===== config.mk =====
export PLATFORM = sky130hd
export DESIGN_NAME = ybp_packer
export DESIGN_NICKNAME = d
export VERILOG_FILES = /design/src/include/ybp_pkg.sv /design/src/ybp_chroma_enc.sv /design/src/ybp_csc.sv /design/src/ybp_packer.sv
export SDC_FILE = /design/constraint.sdc
export NUM_CORES = 1
export LEC_CHECK = 0
export BUFFER_PORTS_ARGS = -buffer_cell sky130_fd_sc_hd__buf_2
export CAP_MARGIN = 15
export CORE_UTILIZATION = 55
export DETAILED_ROUTE_END_ITERATION = 10
export PLACE_DENSITY = 0.73
export REMOVE_ABC_BUFFERS = 1
export SYNTH_ARGS = -nofsm -noshare
export SYNTH_HDL_FRONTEND = slang
export SYNTH_HIERARCHICAL = 1
export SYNTH_SLANG_ARGS = --single-unit

===== constraint.sdc =====
create_clock -name clk_sys_in -period 4.82 [get_ports clk_sys_in]
set_clock_uncertainty 0.2 [all_clocks]
set_input_delay 1.205 -clock clk_sys_in [delete_from_list [all_inputs] [get_ports clk_sys_in]]
set_output_delay 1.205 -clock clk_sys_in [all_outputs]
set_load 0.02 [all_outputs]

===== src/include/ybp_pkg.sv =====
// shared types and constants for the yuv 4:2:2 byte packer
package ybp_pkg;

  // coding identifiers selecting the byte order
  localparam logic [7:0] CODE_STD = 8'h02; // chroma-first order
  localparam logic [7:0] CODE_ALT = 8'h85; // luma_first_422_order

  // chroma offset and the value sent for chroma on a monochrome sensor
  localparam logic [7:0] CHROMA_OFS = 8'h80;
  localparam logic [7:0] MONO_CHROMA = 8'h00;

  // bit position of the sign in a chroma sample
  localparam int CHROMA_SIGN_BIT = 7;

  // colour-space weights in 1/256 units, each row of chroma sums to zero
  localparam int COEF_SHIFT = 8;
  localparam logic signed [9:0] Y_R = 10'sh04D; // 0.30
  localparam logic signed [9:0] Y_G = 10'sh097; // 0.59
  localparam logic signed [9:0] Y_B = 10'sh01C; // 0.11
  localparam logic signed [9:0] U_R = -10'sh02C; // -0.17
  localparam logic signed [9:0] U_G = -10'sh054; // -0.33
  localparam logic signed [9:0] U_B = 10'sh080; // 0.50
  localparam logic signed [9:0] V_R = 10'sh080; // 0.50
  localparam logic signed [9:0] V_G = -10'sh069; // -0.41
  localparam logic signed [9:0] V_B = -10'sh017; // -0.09

  // byte slots of one pixel pair
  localparam logic [1:0] SLOT_FIRST = 2'h0;
  localparam logic [1:0] SLOT_LAST = 2'h3;

  // interpolated colour pixel from the pipeline
  typedef struct packed {
    logic [7:0] r;
    logic [7:0] g;
    logic [7:0] b;
  } ybp_rgb_t;

  // converted pixel: unsigned luma, signed chroma
  typedef struct packed {
    logic [7:0] y;
    logic signed [7:0] u;
    logic signed [7:0] v;
  } ybp_yuv_t;

  // stream markers that travel with a pixel
  typedef struct packed {
    logic sof;
    logic sol;
    logic eol;
  } ybp_mark_t;

  // which sample a byte slot carries
  typedef enum logic [1:0] {
    SEL_Y0 = 2'b00,
    SEL_Y1 = 2'b01,
    SEL_U = 2'b10,
    SEL_V = 2'b11
  } ybp_sel_t;

  // pair assembly states
  typedef enum logic [1:0] {
    ST_EVEN = 2'b00,
    ST_ODD = 2'b01,
    ST_SEND = 2'b10
  } ybp_state_t;

endpackage : ybp_pkg


===== src/ybp_chroma_enc.sv =====
`timescale 1ns/1ns
`default_nettype none
// signed chroma sample to the transmitted offset-binary byte
module ybp_chroma_enc (
  input wire logic signed [7:0] sample_in, // chroma, -128..127
  input wire logic mono_in, // monochrome sensor in use
  output logic [7:0] byte_out // transmitted chroma byte
);

  logic [7:0] offset_byte;

  // adding 128 modulo 256 is a flip of the sign bit, so no carry chain
  assign offset_byte = sample_in + ybp_pkg::CHROMA_OFS;

  // monochrome keeps the slot but sends a constant
  assign byte_out = mono_in ? ybp_pkg::MONO_CHROMA : offset_byte;

endmodule : ybp_chroma_enc
`default_nettype wire


===== src/ybp_csc.sv =====
`timescale 1ns/1ns
`default_nettype none
// rgb to yuv, fixed point with weights rounded to 1/256
module ybp_csc (
  input wire ybp_pkg::ybp_rgb_t rgb_in, // interpolated colour pixel
  output ybp_pkg::ybp_yuv_t yuv_out // luma unsigned, chroma signed
);

  logic signed [19:0] y_sum;
  logic signed [19:0] u_sum;
  logic signed [19:0] v_sum;
  logic signed [9:0] r_s;
  logic signed [9:0] g_s;
  logic signed [9:0] b_s;

  // zero-extend so the products stay signed
  assign r_s = signed'({2'b00, rgb_in.r});
  assign g_s = signed'({2'b00, rgb_in.g});
  assign b_s = signed'({2'b00, rgb_in.b});

  // weighted sums; floor by arithmetic shift keeps chroma in -128..127
  assign y_sum = ybp_pkg::Y_R * r_s + ybp_pkg::Y_G * g_s + ybp_pkg::Y_B * b_s;
  assign u_sum = ybp_pkg::U_R * r_s + ybp_pkg::U_G * g_s + ybp_pkg::U_B * b_s;
  assign v_sum = ybp_pkg::V_R * r_s + ybp_pkg::V_G * g_s + ybp_pkg::V_B * b_s;

  assign yuv_out.y = y_sum[15:8];
  assign yuv_out.u = u_sum[15:8];
  assign yuv_out.v = v_sum[15:8];

endmodule : ybp_csc
`default_nettype wire


===== src/ybp_packer.sv =====
// Operation
// - chroma sample gets 128 added, sent as 0..255
// - coding 2 sends U, Y even, V, Y odd per pair
// - luma per pixel; one U and V per pair from the even pixel
// - coding 133 sends Y even, U, Y odd, V per pair
// - luma is an unsigned byte, 0x00 to 0xFF linear
// - chroma bytes are offset binary, 0x80 is zero
// - both codings carry identical samples, only positions differ
// - monochrome luma equals the plain 8-bit brightness value
// - monochrome chroma bytes are zero in their usual positions
// - monochrome follows the byte order of the selected coding
// - colour luma and chroma come from fixed rgb weights
// - pixels leave in arrival order, row by row, left to right
`timescale 1ns/1ns
`default_nettype none
module ybp_packer (
  input wire logic clk_sys_in, // 25 MHz pixel clock
  input wire logic rst_b_in, // async reset, active low
  input wire logic [7:0] coding_in, // coding identifier, 2 or 133
  input wire logic mono_in, // monochrome sensor fitted
  input wire logic pix_valid_in, // pixel offered
  input wire ybp_pkg::ybp_rgb_t pix_rgb_in, // colour pixel
  input wire logic [7:0] pix_mono_in, // monochrome brightness
  input wire ybp_pkg::ybp_mark_t pix_mark_in, // frame and line markers
  output logic pix_ready_out, // pixel taken when valid and ready
  output logic [7:0] byte_out, // transmitted byte
  output logic byte_valid_out, // byte present
  output logic byte_sof_out, // first byte of a frame
  output logic byte_sol_out, // first byte of a line
  output logic byte_eol_out, // last byte of a line
  input wire logic byte_ready_in // host path takes the byte
);

  ////////////////////////////////////////////////////////////////
  // declarations

  ybp_pkg::ybp_state_t state_reg;
  ybp_pkg::ybp_state_t state_next;
  ybp_pkg::ybp_yuv_t csc_yuv;
  ybp_pkg::ybp_yuv_t pix_yuv;
  ybp_pkg::ybp_mark_t even_mark_reg;
  ybp_pkg::ybp_mark_t odd_mark_reg;
  ybp_pkg::ybp_sel_t slot_sel;
  logic [7:0] y0_reg;
  logic [7:0] y1_reg;
  logic signed [7:0] u_reg;
  logic signed [7:0] v_reg;
  logic alt_order_reg;
  logic mono_pair_reg;
  logic [1:0] slot_reg;
  logic pix_ready_reg;
  logic [7:0] byte_reg;
  logic byte_valid_reg;
  logic byte_sof_reg;
  logic byte_sol_reg;
  logic byte_eol_reg;
  logic pix_take;
  logic take_even;
  logic take_odd;
  logic out_free;
  logic send_byte;
  logic pair_done;
  logic alt_sel;
  logic [7:0] u_byte;
  logic [7:0] v_byte;
  logic [7:0] slot_byte;

  ////////////////////////////////////////////////////////////////
  // pixel conversion

  // colour path through the weighted sums
  ybp_csc u_csc (
    .rgb_in(pix_rgb_in),
    .yuv_out(csc_yuv)
  );

  // monochrome luma is the brightness byte untouched
  assign pix_yuv.y = mono_in ? pix_mono_in : csc_yuv.y;
  assign pix_yuv.u = mono_in ? 8'sh00 : csc_yuv.u;
  assign pix_yuv.v = mono_in ? 8'sh00 : csc_yuv.v;

  ////////////////////////////////////////////////////////////////
  // input handshake and pair assembly

  // ready is registered, so a pixel is only taken in an assembly state
  assign pix_take = pix_valid_in & pix_ready_reg;

  // a line-start pixel always lands in the even slot
  assign take_even = pix_take & ((state_reg == ybp_pkg::ST_EVEN) | pix_mark_in.sol);
  assign take_odd = pix_take & (state_reg == ybp_pkg::ST_ODD) & ~pix_mark_in.sol;

  // output register may load when empty or being drained
  assign out_free = ~byte_valid_reg | byte_ready_in;
  assign send_byte = (state_reg == ybp_pkg::ST_SEND) & out_free;
  assign pair_done = send_byte & (slot_reg == ybp_pkg::SLOT_LAST);

  // next state; an odd-length line drops the lone even pixel
  always_comb begin
    state_next = state_reg;
    case (state_reg)
      ybp_pkg::ST_EVEN: begin
        if (take_even) begin
          state_next = ybp_pkg::ST_ODD;
        end
      end
      ybp_pkg::ST_ODD: begin
        if (take_odd) begin
          state_next = ybp_pkg::ST_SEND;
        end
      end
      ybp_pkg::ST_SEND: begin
        if (pair_done) begin
          state_next = ybp_pkg::ST_EVEN;
        end
      end
      default: begin
        state_next = ybp_pkg::ST_EVEN;
      end
    endcase
  end

  // state and input ready
  always_ff @(posedge clk_sys_in or negedge rst_b_in) begin
    if (!rst_b_in) begin
      state_reg <= ybp_pkg::ST_EVEN;
      pix_ready_reg <= 1'b0;
    end else begin
      state_reg <= state_next;
      pix_ready_reg <= (state_next != ybp_pkg::ST_SEND);
    end
  end

  // even pixel: its luma, the pair's chroma and the pair's mode
  always_ff @(posedge clk_sys_in or negedge rst_b_in) begin
    if (!rst_b_in) begin
      y0_reg <= 8'h00;
      u_reg <= 8'sh00;
      v_reg <= 8'sh00;
      even_mark_reg <= '0;
      alt_order_reg <= 1'b0;
      mono_pair_reg <= 1'b0;
    end else if (take_even) begin
      y0_reg <= pix_yuv.y;
      u_reg <= pix_yuv.u;
      v_reg <= pix_yuv.v;
      even_mark_reg <= pix_mark_in;
      alt_order_reg <= (coding_in == ybp_pkg::CODE_ALT);
      mono_pair_reg <= mono_in;
    end
  end

  // odd pixel: luma only, its chroma is not sent
  always_ff @(posedge clk_sys_in or negedge rst_b_in) begin
    if (!rst_b_in) begin
      y1_reg <= 8'h00;
      odd_mark_reg <= '0;
    end else if (take_odd) begin
      y1_reg <= pix_yuv.y;
      odd_mark_reg <= pix_mark_in;
    end
  end

  ////////////////////////////////////////////////////////////////
  // byte selection

  // chroma bytes are built once and shared by both orders
  ybp_chroma_enc u_enc_u (
    .sample_in(u_reg),
    .mono_in(mono_pair_reg),
    .byte_out(u_byte)
  );

  ybp_chroma_enc u_enc_v (
    .sample_in(v_reg),
    .mono_in(mono_pair_reg),
    .byte_out(v_byte)
  );

  // slot to sample map; only positions differ between codings
  assign alt_sel = alt_order_reg;
  assign slot_sel = (slot_reg == 2'h0) ? (alt_sel ? ybp_pkg::SEL_Y0 : ybp_pkg::SEL_U) :
                    (slot_reg == 2'h1) ? (alt_sel ? ybp_pkg::SEL_U : ybp_pkg::SEL_Y0) :
                    (slot_reg == 2'h2) ? (alt_sel ? ybp_pkg::SEL_Y1 : ybp_pkg::SEL_V) :
                    (alt_sel ? ybp_pkg::SEL_V : ybp_pkg::SEL_Y1);

  assign slot_byte = (slot_sel == ybp_pkg::SEL_Y0) ? y0_reg :
                     (slot_sel == ybp_pkg::SEL_Y1) ? y1_reg :
                     (slot_sel == ybp_pkg::SEL_U) ? u_byte : v_byte;

  ////////////////////////////////////////////////////////////////
  // output stage

  // slot counter steps only when a byte is loaded
  always_ff @(posedge clk_sys_in or negedge rst_b_in) begin
    if (!rst_b_in) begin
      slot_reg <= ybp_pkg::SLOT_FIRST;
    end else if (pair_done) begin
      slot_reg <= ybp_pkg::SLOT_FIRST;
    end else if (send_byte) begin
      slot_reg <= slot_reg + 2'h1;
    end
  end

  // byte and markers held while ready is low
  always_ff @(posedge clk_sys_in or negedge rst_b_in) begin
    if (!rst_b_in) begin
      byte_reg <= 8'h00;
      byte_valid_reg <= 1'b0;
      byte_sof_reg <= 1'b0;
      byte_sol_reg <= 1'b0;
      byte_eol_reg <= 1'b0;
    end else if (send_byte) begin
      byte_reg <= slot_byte;
      byte_valid_reg <= 1'b1;
      byte_sof_reg <= even_mark_reg.sof & (slot_reg == ybp_pkg::SLOT_FIRST);
      byte_sol_reg <= even_mark_reg.sol & (slot_reg == ybp_pkg::SLOT_FIRST);
      byte_eol_reg <= odd_mark_reg.eol & (slot_reg == ybp_pkg::SLOT_LAST);
    end else if (out_free) begin
      byte_valid_reg <= 1'b0;
      byte_sof_reg <= 1'b0;
      byte_sol_reg <= 1'b0;
      byte_eol_reg <= 1'b0;
    end
  end

  // every output straight from a flop
  assign pix_ready_out = pix_ready_reg;
  assign byte_out = byte_reg;
  assign byte_valid_out = byte_valid_reg;
  assign byte_sof_out = byte_sof_reg;
  assign byte_sol_out = byte_sol_reg;
  assign byte_eol_out = byte_eol_reg;

endmodule : ybp_packer
`default_nettype wire


* Word level (Yosys, flattened, before mapping)
Cells that the tools add are included.
** Word-level totals
- Memories kept :: 0
- ROM bits :: 0
- Flip-flop bits (word level) :: 54
- Input port bits :: 48
- Latch bits :: 0
- Memory bits (writable) :: 0
- Output and inout bits :: 13
- Logic and storage cells :: 86
** Cells by class
- Shift operators :: 0
- Add/subtract/negate cells :: 9
- Eq/ne operators :: 9
- Reduce and logical (&&, ||, !) cells :: 5
- Multiply operators :: 7
- Multiplexer cells :: 26
- Div/mod/pow operators :: 0
- Bitwise logic cells :: 13
- Magnitude comparators :: 0
** Operator list (number)
- $add A16 B16 Y16 :: 6
- $mux W8 :: 8
- $mux W2 :: 12
- $add A8 B8 Y8 const B :: 2
- $mul A8 B8 Y16 const A :: 1
- $mul A8 B9 Y16 const A :: 1
- $mul A6 B9 Y15 const A :: 1
- $mul A7 B8 Y15 const A :: 1
- $mul A5 B9 Y14 const A :: 1
- $mul A6 B9 Y14 const A :: 1
- $mul A3 B8 Y11 const A :: 1
- $and A1 B1 Y1 :: 9
- $eq A2 B2 Y1 const B :: 4
- $eq A8 B8 Y1 const B :: 1
- $eq A2 B1 Y1 const B :: 3
- $logic_not A2 Y1 :: 3
- $pmux W2 S3 :: 1
- $mux W1 :: 5
- $reduce_bool A2 Y1 :: 2
- $add A2 B1 Y2 const B :: 1
- $ne A2 B2 Y1 const B :: 1
- $not A1 Y1 :: 2
- $or A1 B1 Y1 :: 2

* Depth between registers and ports, before layout
Gate-level depths: netlist of the first run.
- Depth in word-level cells :: 8
- Mapped depth :: 25
- Depth with buffers taken out :: 25

* By module
Netlist of the first run, hierarchy kept.
** Modules (own cells, without submodules)
- ybp_csc :: area an instance 7378.3 um2, cells each 764, times used 1
- ybp_packer :: area an instance 2830.2 um2, cells each 283, times used 1
- ybp_chroma_enc :: area an instance 47.5 um2, cells each 8, times used 2

* Least setup slack after synthesis of the first run
Ideal clock, no wire load.
- Path kind :: input to register
- From :: input pix_rgb_in[10] (netlist name)
- To :: register u_reg[7]
- Stages :: 24
- Buffers on the path :: 0
- Setup slack :: -1728 ps
- Data arrival time :: 6272 ps
- Path through :: inv_1 ha_1 inv_1 ha_1 fa_1 fa_1 inv_1 fa_1 nor2b_1 o21ai_0 a21oi_1 o21ai_0 a21boi_0 xnor2_1 fa_1 inv_1 ha_1 a221o_1 o32a_1 o41ai_2 xnor2_1 xnor2_1 nand2b_1 o21ai_1
** RTL lines
- start: declaration :: line ybp_packer.sv:22 : input wire ybp_pkg::ybp_rgb_t pix_rgb_in,
- end signal: assignment :: line ybp_packer.sv:144 : u_reg <= pix_yuv.u;
- end: declaration :: line ybp_packer.sv:46 : logic signed [7:0] u_reg;

==> insert_results.sql, run 1 <==
INSERT INTO impl_metrics (metric_group, metric, value, unit) VALUES
('sta', 'finalSetupViolations', '32', ''),
('synth', 'yosys_warnings', '6', ''),
('sta', 'setup_repair_after_global_routing_missed_its_margin', 'true', ''),
('synth', 'syn_avg_cell_area', '9.69', 'um^2'),
('synth', 'synth.lib_cells_used.distinct', '71', ''),
('place', 'dp.final_hpwl', '21700', 'um'),
('sta', 'timing.final.ws_setup', '-1630', 'ps'),
('sta', 'fmaxAchievable', '0.155', 'GHz'),
('route', 'vias', '9147', ''),
('clock_tree', 'ctsHtreeMaxLevel', '2', ''),
('route', 'drc', '2', ''),
('outcome', 'violated_checks', 'design-rule violations, negative setup slack', ''),
('sta', 'total_negative_slack_for_setup_checks', '-36690', 'ps'),
('finish', 'final_nets', '1700', ''),
('critical_path', 'crit_fanout', '5', ''),
('clock_tree', 'clock-sinks', '54', ''),
('critical_path', 'r2r_start', 'slot_reg[0]$_DFFE_PN0P_', ''),
('clock_tree', 'clock_tree_from_tritoncts', 'yes', ''),
('die', 'core_region_area', '0.0181', 'mm^2'),
('die', 'num_rows', '49', ''),
('route', 'drt_first_iter_violations', '750', ''),
('route', 'totalWireLength', '33500', 'um'),
('finish', 'fillers', '1101', ''),
('outcome', 'outcome', 'finished with violations', ''),
('route', 'drt_first_pass_iters', '10', ''),
('clock_tree', 'worstSkewPairLatency', '300', 'ps'),
('clock_tree', 'clk_pin_slew', '70', 'ps'),
('critical_path', 'critical_path.startpoint', 'pix_rgb_in[11]', ''),
('synth', 'async_flop_share', '1.00', ''),
('die', 'die_area', '0.0193', 'mm^2'),
('critical_path', 'worstRegToRegCells', '6', ''),
('critical_path', 'cp_data_arrival_time', '6470', 'ps'),
('die', 'ioPinCount', '61', ''),
('grt', 'largest_net_degree_at_the_start_of_global_routing', '55', ''),
('grt', 'number_of_antenna_violations_at_the_first_check_in_global_routing', '1', ''),
('clock_tree', 'cts_buffers', '5', ''),
('die', 'start_util', '0.568', ''),
('synth', 'synth.yosys.seq_area_share', '0.131', ''),
('min_path', 'hold_depth', '1', ''),
('synth', 'netlist_instances', '1063', ''),
('finish', 'antenna-diode-count', '0', ''),
('synth', 'syn-cell-area', '0.0103', 'mm^2'),
('sta', 'timing_max_transition_violations_final', '0', ''),
('route', 'routed_wl_per_cell', '21.7', 'um'),
('route', 'vias_per_inst', '5.92', ''),
('finish', 'syn2layout_area_growth', '32.8', '%'),
('die', 'fp.dieW', '139', 'um'),
('route', 'ant_nets', '0', ''),
('grt', 'globalRouteOverflowTotal', '0', ''),
('sta', 'min_period_over_period', '1.34', ''),
('clock_tree', 'cts_root_buf', 'clkbuf_16', ''),
('grt', 'grt_usage', '0.309', ''),
('critical_path', 'start_kind', 'primary input', ''),
('synth', 'postSynth.topFlopCell', 'dfrtp_1', ''),
('critical_path', 'setup.reg_to_reg.worst_slack', '2390', 'ps'),
('min_path', 'hold_class', 'register to register', ''),
('clock_tree', 'cts_hold_repair.buffers', '0', ''),
('min_path', 'whs_endpoint', 'byte_sof_out$_DFFE_PN0P_', ''),
('sta', 'report.final.hold_viol_count', '0', ''),
('grt', 'grt_pass1_wl', '46500', 'um'),
('place', 'gpl.final_weighted_congestion', '0.904', ''),
('die', 'fp.dieH', '139', 'um'),
('clock_tree', 'cts.path.max_buffers', '2', ''),
('grt', 'grt_pass1_vias', '9359', ''),
('critical_path', 'worst_setup_path_end_kind', 'register', ''),
('critical_path', 'critical_path.reg2reg.endpoint', 'byte_out[7]$_DFFE_PN0P_', ''),
('finish', 'final_layout_size_suffix_gt1_frac', '0.338', ''),
('synth', 'count_of_flip_flops_with_a_built_in_enable_after_synthesis', '0', ''),
('synth', 'ff_latch_count_synth', '54', ''),
('job', 'max_cap_violations', '0', ''),
('critical_path', 'cp_data_required_time', '4840', 'ps'),
('sta', 'relSlewSlack', '0.297', ''),
('critical_path', 'worst-setup-path-type', 'primary input to register', ''),
('min_path', 'min_from', 'byte_sof_out$_DFFE_PN0P_', ''),
('place', 'io_buffer_count', '60', ''),
('sta', 'post-route-min-period', '6450', 'ps'),
('sta', 'timing_worst_slew_pin_value', '1050', 'ps');
[logic make-up (layout without fill, tap and decap cells)]
family / after synthesis / count (layout) / synth area share
flip-flops: 54 / 54 / 0.131
AO/OA/AOI/OAI: 176 / 176 / 0.113
buffers and inverters: 246 / 498 / 0.0939
adder cells (fa/ha/maj): 338 / 338 / 0.506
AND/OR/NAND/NOR: 180 / 180 / 0.0929
XOR/XNOR: 46 / 46 / 0.0398
multiplexers: 23 / 23 / 0.0233
[area by class of cell]
class	instances	area [um^2]	area share
clock inverters	3	28.8	0.00210
clock buffers	5	125	0.00914
repair buffers	261	2020	0.147
inverters	229	877	0.0641
flip-flops and latches	54	1350	0.0987
multi-input cells	763	9000	0.658
well taps	229	287	0.0209
[cell usage in the layout (no fill, tap or decap), types with 6 or more instances in the layout]
| cell type | instances |
|---|---|
| xor2_2 | 6 |
| a21oi_1 | 25 |
| nor2_1 | 32 |
| nor2b_1 | 21 |
| inv_1 | 202 |
| o21ai_1 | 29 |
| a211oi_1 | 9 |
| nand2b_1 | 27 |
| a21oi_4 | 7 |
| a21oi_2 | 10 |
| a21o_1 | 11 |
| fa_2 | 14 |
| nand2_1 | 42 |
| inv_2 | 21 |
| xnor2_1 | 20 |
| buf_4 | 178 |
| fa_1 | 117 |
| dfrtp_1 | 54 |
| o21a_1 | 9 |
| nor2_2 | 6 |
| nor3_1 | 11 |
| ha_1 | 166 |
| nor2_4 | 6 |
| o21ai_0 | 19 |
| ha_2 | 7 |
| xnor2_2 | 9 |
| mux2i_1 | 15 |
| xor2_1 | 10 |
| ha_4 | 34 |
| buf_6 | 24 |
| buf_2 | 50 |
[synth_stat cells, types with 3 or more instances]
| library cell | n | area share |
|---|---|---|
| o2bb2ai_1 | 4 | 0.0034 |
| nand3_1 | 5 | 0.0024 |
| nor3_1 | 12 | 0.0058 |
| and2_1 | 3 | 0.0018 |
| a2111oi_1 | 3 | 0.0029 |
| a21o_1 | 11 | 0.0080 |
| mux2_2 | 4 | 0.0044 |
| or3_1 | 3 | 0.0018 |
| buf_2 | 11 | 0.0053 |
| a211oi_1 | 12 | 0.0087 |
| o21bai_1 | 4 | 0.0029 |
| xor2_1 | 17 | 0.014 |
| inv_1 | 229 | 0.083 |
| xnor2_1 | 28 | 0.024 |
| buf_6 | 4 | 0.0044 |
| ha_1 | 207 | 0.25 |
| o21ai_1 | 25 | 0.012 |
| a21oi_1 | 40 | 0.019 |
| fa_1 | 131 | 0.25 |
| nor2_1 | 43 | 0.016 |
| nand2_1 | 42 | 0.015 |
| nor2b_1 | 22 | 0.013 |
| nand2b_1 | 27 | 0.016 |
| mux2_1 | 4 | 0.0044 |
| dfrtp_1 | 54 | 0.13 |
| a32o_1 | 3 | 0.0029 |
| o21a_1 | 9 | 0.0066 |
| nand4_1 | 5 | 0.0030 |
| o31ai_1 | 3 | 0.0022 |
| mux2i_1 | 15 | 0.015 |
| o21ai_0 | 31 | 0.015 |
[per-stage QoR]
step	hold slack [ps]	setup slack (ps)	area, um^2	util	std cells
2_1_floorplan	248	-1740	10200	-	1046
3_3_place_gp	262	-1950	12100	0.665	1504
3_5_place_dp	272	-2070	12100	0.665	1504
4_1_cts	289	-1260	13300	0.731	1534
5_1_grt	308	-1710	13700	0.754	1544
6_report	287	-1630	13700	0.754	1544
[worst max-delay path by stage]
stage,slack [ps],to,depth (start not counted)
2_1_floorplan,-1740,u_reg[7]$_DFFE_PN0P_,24
3_3_place_gp,-1950,u_reg[7]$_DFFE_PN0P_,25
3_5_place_dp,-2070,u_reg[7]$_DFFE_PN0P_,25
4_1_cts,-1260,u_reg[7]$_DFFE_PN0P_,26
5_1_grt,-1710,u_reg[6]$_DFFE_PN0P_,25
6_report,-1630,u_reg[7]$_DFFE_PN0P_,25
[timing repair]
item                                   CTS  global route
cloned                                   0             0
setup buffers                           24            11
endpoints found under the hold margin    0             0
setup endpoints to repair               32            32
resized for setup                      183            76
pin swaps                              130            69
[worst max-delay path, cell delays in order]
cell	delay (ps)
buf_4	160
buf_4	160
ha_4	280
ha_4	140
fa_2	440
ha_1	320
ha_2	220
inv_1	70
fa_2	410
nor2b_2	140
o21ai_2	80
a21oi_2	200
o21ai_2	110
a21boi_2	160
xnor2_1	160
fa_1	460
inv_1	230
ha_4	260
a221o_1	370
o32a_1	310
o41ai_2	60
xnor2_1	190
xnor2_1	140
nand2b_1	70
o21ai_1	110
[routing by layer]
metal	global-route usage	part of all wire
met5	0	0.00036
met4	0.111	0.055
met3	0.0642	0.085
met2	0.532	0.49
met1	0.383	0.37
Power of run 1 is not shown: default switching activity piles up to over one toggle a cycle in this logic, so the estimate is an artifact.
==> run 2: changes to the inputs <==
- CORE_ASPECT_RATIO: default -> 0.8
==> insert_results.sql, run 2 (synthesized netlist as in run 1, its figures left out) <==
INSERT INTO impl_metrics (metric_group, metric, value, unit) VALUES
('sta', 'timing_worst_slew_pin_value', '1150', 'ps'),
('critical_path', 'crit_fanout', '3', ''),
('grt', 'grt_usage', '0.316', ''),
('sta', 'setup_repair_after_global_routing_missed_its_margin', 'true', ''),
('sta', 'relSlewSlack', '0.229', ''),
('die', 'fp.dieW', '155', 'um'),
('place', 'gpl.final_weighted_congestion', '0.950', ''),
('die', 'fp.dieH', '124', 'um'),
('sta', 'timing_max_transition_violations_final', '0', ''),
('route', 'routed_wl_per_cell', '20.8', 'um'),
('die', 'core_region_area', '0.0182', 'mm^2'),
('sta', 'post-route-min-period', '6380', 'ps'),
('min_path', 'whs_endpoint', 'v_reg[6]$_DFFE_PN0P_', ''),
('route', 'totalWireLength', '32400', 'um'),
('critical_path', 'worst-setup-path-type', 'primary input to register', ''),
('grt', 'grt_pass1_vias', '9142', ''),
('finish', 'multiInputGateArea', '0.00903', 'mm^2'),
('critical_path', 'worstRegToRegCells', '6', ''),
('place', 'post_dp_cell_area', '0.0122', 'mm^2'),
('critical_path', 'start_kind', 'primary input', ''),
('finish', 'layout_common_cells', 'inv_1 (199), ha_1 (164), buf_4 (163), fa_1 (116), dfrtp_1 (54)', ''),
('clock_tree', 'cts_root_buf', 'clkbuf_16', ''),
('clock_tree', 'cts.path.max_buffers', '2', ''),
('critical_path', 'setup.reg_to_reg.worst_slack', '2360', 'ps'),
('finish', 'fillers', '1100', ''),
('sta', 'timing.final.ws_setup', '-1560', 'ps'),
('grt', 'largest_net_degree_at_the_start_of_global_routing', '53', ''),
('finish', 'syn2layout_area_growth', '33.5', '%'),
('sta', 'report.final.hold_viol_count', '0', ''),
('critical_path', 'worstPathBufferInverterCount', '5', ''),
('die', 'num_rows', '44', ''),
('outcome', 'violated_checks', 'negative setup slack', ''),
('critical_path', 'r2r_start', 'slot_reg[0]$_DFFE_PN0P_', ''),
('finish', 'final_layout_size_suffix_gt1_frac', '0.343', ''),
('min_path', 'min_from', 'v_reg[6]$_DFFE_PN0P_', ''),
('route', 'met2RoutedLength', '14800', 'um'),
('clock_tree', 'clock_tree_from_tritoncts', 'yes', ''),
('job', 'max_cap_violations', '0', ''),
('place', 'dp_slack', '-2160', 'ps'),
('critical_path', 'critPathTopFamily', 'adder cells', ''),
('place', 'io_buffer_count', '60', ''),
('finish', 'finish.instance_area', '0.0138', 'mm^2'),
('finish', 'commonest_non_fill_non_tap_cell_in_the_layout', 'inv_1', ''),
('outcome', 'outcome', 'finished with violations', ''),
('route', 'maxUsedRoutingLayer', 'met4', ''),
('sta', 'final_hold_slack', '287', 'ps'),
('clock_tree', 'worstSkewPairLatency', '290', 'ps'),
('die', 'start_util', '0.565', ''),
('route', 'drc', '0', ''),
('critical_path', 'worst_setup_path_end_kind', 'register', ''),
('sta', 'fmaxAchievable', '0.157', 'GHz'),
('critical_path', 'max_stage_delay', '600', 'ps'),
('critical_path', 'cp_data_required_time', '4840', 'ps'),
('finish', 'layout.area.seq', '0.00135', 'mm^2'),
('route', 'drt_first_pass_iters', '6', ''),
('critical_path', 'worst_path_cell_with_the_longest_stage_delay', 'fa_1', ''),
('route', 'ant_nets', '0', ''),
('sta', 'finalSetupViolations', '32', ''),
('min_path', 'hold_depth', '2', ''),
('route', 'vias_per_inst', '5.71', ''),
('clock_tree', 'clock-sinks', '54', ''),
('route', 'drt-met1-wl', '13500', 'um'),
('min_path', 'hold_class', 'register to register', ''),
('grt', 'globalRouteOverflowTotal', '0', ''),
('route', 'vias', '8912', ''),
('sta', 'min_period_over_period', '1.32', ''),
('die', 'ioPinCount', '61', ''),
('grt', 'number_of_antenna_violations_at_the_first_check_in_global_routing', '1', ''),
('grt', 'grt_pass1_wl', '46900', 'um'),
('critical_path', 'critical_path.startpoint', 'pix_rgb_in[10]', ''),
('place', 'dp.final_hpwl', '22100', 'um'),
('critical_path', 'critical_path.reg2reg.endpoint', 'byte_out[2]$_DFFE_PN0P_', ''),
('route', 'wl_met3', '2740', 'um'),
('clock_tree', 'cts_hold_repair.buffers', '0', ''),
('clock_tree', 'ctsHtreeMaxLevel', '2', ''),
('critical_path', 'cp_data_arrival_time', '6400', 'ps'),
('clock_tree', 'clk_pin_slew', '70', 'ps'),
('clock_tree', 'cts_buffers', '5', ''),
('finish', 'final_nets', '1693', ''),
('die', 'die_area', '0.0193', 'mm^2'),
('route', 'drt_first_iter_violations', '830', '');
## run 2: cell types whose count changed in the layout (fill, tap and decap cells not counted), moves of 3 or more
cell and change:
inv_1 -3, o21ai_0 -4, o21ai_1 +4, buf_4 -15, a21oi_4 -3, ha_4 +3
inv_2 +5, a21oi_2 +5, buf_8 +5
## run 2: how the worst max path moves through the flow
stage          cells past startpoint              endpoint  slack [ps]
3_3_place_gp                      24  u_reg[7]$_DFFE_PN0P_       -1950
6_report                          25  u_reg[7]$_DFFE_PN0P_       -1560
4_1_cts                           24  u_reg[7]$_DFFE_PN0P_       -1310
3_5_place_dp                      25  u_reg[7]$_DFFE_PN0P_       -2160
2_1_floorplan                     24  u_reg[7]$_DFFE_PN0P_       -1740
5_1_grt                           25  u_reg[7]$_DFFE_PN0P_       -1660
## run 2: layer usage
layer	track usage	vias up
li1	-	3962
met1	0.428	4390
met2	0.480	436
met3	0.0964	124
met4	0.107	0
met5	0	-
## run 2: per-stage QoR
stage          instances   util  setup TNS [ps]
5_1_grt             1561  0.755          -42990
3_5_place_dp        1531  0.668          -53980
6_report            1562  0.755          -39200
4_1_cts             1557  0.736          -34450
3_3_place_gp        1531  0.668          -51430
2_1_floorplan       1046      -          -35210
## run 2: repair_timing
action                     4_1_cts  5_1_grt
gates resized for setup        190       87
setup endpoints to repair       32       32
pin swaps                      122       54
buffers inserted                22        9
## run 2: layout make-up
| type | instances | share of cell area |
|---|---|---|
| antenna | 1 | 0.000182 |
| clock buffer | 7 | 0.0104 |
| clock inverter | 1 | 0.000364 |
| inverter | 229 | 0.0634 |
| multi-input combinational | 763 | 0.656 |
| sequential | 54 | 0.0982 |
| tap | 253 | 0.0230 |
| timing repair buffer | 254 | 0.148 |
## run 2: worst reg2reg max path, cell delays in order, from the launching register on
cell,delay [ps]
dfrtp_1,410
inv_1,110
ha_1,600
nand2b_1,360
o2bb2ai_1,130
a2111oi_2,410
a211oi_2,120
Power of run 2 is left out for the same reason.
==> run 3: changes to the inputs <==
- SYNTH_HIERARCHICAL: 1 -> default
==> insert_results.sql, run 3 <==
INSERT INTO impl_metrics (metric_group, metric, value, unit) VALUES
('outcome', 'outcome', 'finished with violations', ''),
('outcome', 'violated_checks', 'negative setup slack', ''),
('synth', 'syn-cell-area', '0.0106', 'mm^2'),
('sta', 'total_negative_slack_for_setup_checks', '-55390', 'ps'),
('grt', 'grt_usage', '0.299', ''),
('finish', 'final_layout_size_suffix_gt1_frac', '0.323', ''),
('synth', 'yosys_warnings', '0', ''),
('finish', 'syn2layout_area_growth', '33.5', '%'),
('critical_path', 'worst_setup_path_end_kind', 'register', ''),
('synth', 'synthDominantCellAreaShare', '0.288', ''),
('min_path', 'hold_depth', '2', ''),
('grt', 'grt_pass1_vias', '9338', ''),
('grt', 'met3_usage_grt', '0.0543', ''),
('place', 'gpl.final_weighted_congestion', '0.928', ''),
('synth', 'synth.lib_cells_used.distinct', '55', ''),
('critical_path', 'cp_data_arrival_time', '7060', 'ps'),
('synth', 'async_flop_share', '1.00', ''),
('sta', 'relSlewSlack', '0.561', ''),
('synth', 'count_of_flip_flops_with_a_built_in_enable_after_synthesis', '0', ''),
('critical_path', 'worst_path_cell_with_the_longest_stage_delay', 'fa_1', ''),
('die', 'fp.dieH', '126', 'um'),
('synth', 'synth.cells.most_frequent', 'inv_1 (291), ha_1 (245), fa_1 (117), nand2_1 (63), o21ai_0 (56)', ''),
('grt', 'grt_pass1_wl', '46100', 'um'),
('grt', 'grt_util_met2', '0.495', ''),
('sta', 'post-route-min-period', '7080', 'ps'),
('critical_path', 'critical_path_s_most_frequent_cell', 'inv_2', ''),
('sta', 'report.final.hold_viol_count', '0', ''),
('clock_tree', 'clk_pin_slew', '70', 'ps'),
('sta', 'setup_repair_after_global_routing_missed_its_margin', 'true', ''),
('place', 'dp.final_hpwl', '22000', 'um'),
('route', 'drt_first_iter_violations', '445', ''),
('critical_path', 'worst-setup-path-type', 'primary input to register', ''),
('finish', 'layout.area.seq', '0.00135', 'mm^2'),
('grt', 'largest_net_degree_at_the_start_of_global_routing', '55', ''),
('job', 'max_cap_violations', '0', ''),
('die', 'start_util', '0.561', ''),
('clock_tree', 'clock-sinks', '54', ''),
('grt', 'met1_usage', '0.391', ''),
('synth', 'synth.largest_area_cell', 'ha_1', ''),
('synth', 'syn_avg_cell_area', '9.25', 'um^2'),
('grt', 'most_heavily_used_metal_layer_in_global_routing', 'met2', ''),
('die', 'fp.dieW', '158', 'um'),
('sta', 'timing_worst_slew_pin_value', '658', 'ps'),
('critical_path', 'max_stage_delay', '570', 'ps'),
('sta', 'finalSetupViolations', '32', ''),
('synth', 'synth.yosys.seq_area_share', '0.127', ''),
('synth', 'netlist_instances', '1151', ''),
('route', 'drt_first_pass_iters', '7', ''),
('critical_path', 'crit_fanout', '4', ''),
('route', 'drc', '0', ''),
('synth', 'synth.top_cells.by_area', 'ha_1 (29%), fa_1 (22%), dfrtp_1 (13%)', ''),
('finish', 'postLayoutCoreUtil', '0.749', ''),
('critical_path', 'worstRegToRegCells', '6', ''),
('finish', 'commonest_non_fill_non_tap_cell_in_the_layout', 'inv_1', ''),
('sta', 'timing_max_transition_violations_final', '0', ''),
('finish', 'final_nets', '1832', ''),
('clock_tree', 'cts.path.max_buffers', '2', ''),
('die', 'ioPinCount', '61', ''),
('sta', 'fmaxAchievable', '0.141', 'GHz'),
('sta', 'timing.final.ws_setup', '-2260', 'ps'),
('clock_tree', 'cts_buffers', '5', ''),
('clock_tree', 'worstSkewPairLatency', '290', 'ps'),
('die', 'num_rows', '45', ''),
('die', 'die_area', '0.0199', 'mm^2'),
('critical_path', 'start_kind', 'primary input', ''),
('min_path', 'hold_class', 'register to register', ''),
('clock_tree', 'cts_root_buf', 'clkbuf_16', ''),
('synth', 'postSynth.topFlopCell', 'dfrtp_1', ''),
('finish', 'multiInputGateArea', '0.00918', 'mm^2'),
('route', 'vias_per_inst', '5.27', ''),
('clock_tree', 'clock_tree_from_tritoncts', 'yes', ''),
('finish', 'fillers', '1272', ''),
('route', 'totalWireLength', '29100', 'um'),
('synth', 'ff_latch_count_synth', '54', ''),
('route', 'vias', '8869', ''),
('synth', 'yosys.cell_count.top_type', 'inv_1', ''),
('grt', 'globalRouteOverflowTotal', '0', ''),
('place', 'dp_slack', '-2890', 'ps'),
('clock_tree', 'ctsHtreeMaxLevel', '2', ''),
('place', 'io_buffer_count', '60', ''),
('die', 'core_region_area', '0.0190', 'mm^2'),
('critical_path', 'cp_data_required_time', '4800', 'ps'),
('route', 'routed_wl_per_cell', '17.3', 'um'),
('sta', 'min_period_over_period', '1.47', ''),
('grt', 'number_of_antenna_violations_at_the_first_check_in_global_routing', '1', ''),
('route', 'ant_nets', '0', ''),
('finish', 'layout_common_cells', 'inv_1 (254), ha_1 (200), buf_4 (188), fa_1 (111), nand2_1 (61)', '');
==> run 3: worst paths after layout <==
check                                        start                       to  slack, ps
hold reg to reg            byte_out[4]$_DFFE_PN0P_  byte_out[4]$_DFFE_PN0P_        280
hold / removal             byte_out[4]$_DFFE_PN0P_  byte_out[4]$_DFFE_PN0P_        280
max in group asynchronous                 rst_b_in    y1_reg[6]$_DFFE_PN0P_       3150
setup / recovery                     pix_rgb_in[2]    y0_reg[4]$_DFFE_PN0P_      -2260
min in group asynchronous                 rst_b_in    y0_reg[5]$_DFFE_PN0P_        820
setup reg to reg           pix_ready_out$_DFF_PN0_     u_reg[5]$_DFFE_PN0P_       2440
==> run 3: critical path, delay by kind of cell <==
| family | cells | cell delay, ps |
|---|---|---|
| compound gates | 5 | 900 |
| fa+ha+maj | 9 | 3540 |
| buf+inv | 9 | 690 |
| mux | 2 | 510 |
| simple gates | 2 | 200 |
==> run 3: per-layer routing <==
layer | up-vias | share of wire
li1 | 4274 | -
met1 | 4293 | 0.43
met2 | 247 | 0.48
met3 | 55 | 0.059
met4 | 0 | 0.035
met5 | - | 0
==> run 3: cells by family after synthesis <==
| logic type | share of synthesized area |
|---|---|
| AO/OA/AOI/OAI | 0.107 |
| XOR/XNOR | 0.0441 |
| adder cells (fa/ha/maj) | 0.508 |
| buffers and inverters | 0.107 |
| flip-flops | 0.127 |
| multiplexers | 0.0259 |
| AND/OR/NAND/NOR | 0.0802 |
==> run 3: stage by stage <==
step / cells / hold WS, ps / instance area (um^2)
after floorplan: 1138 / 243 / 10600
after global placement: 1642 / 258 / 12600
after detailed placement: 1642 / 267 / 12600
after CTS: 1671 / 286 / 13800
after global routing: 1681 / 293 / 14200
final: 1682 / 281 / 14200
==> run 3: what timing repair did <==
item / in CTS / in global routing
endpoints found under the setup margin: 32 / 32
buffers inserted: 28 / 11
gates resized for setup: 173 / 72
hold buffers: 0 / 0
hold endpoints to repair: 0 / 0
pin swaps: 106 / 91
==> run 3: area by class of cell <==
type | instances | area share
Antenna cell | 1 | 0.000176
Clock buffer | 5 | 0.00881
Timing Repair Buffer | 277 | 0.148
Multi-Input combinational cell | 793 | 0.646
Clock inverter | 3 | 0.00203
Tap cell | 258 | 0.0227
Inverter | 291 | 0.0774
Sequential cell | 54 | 0.0951
Power of run 3 is left out for the same reason.
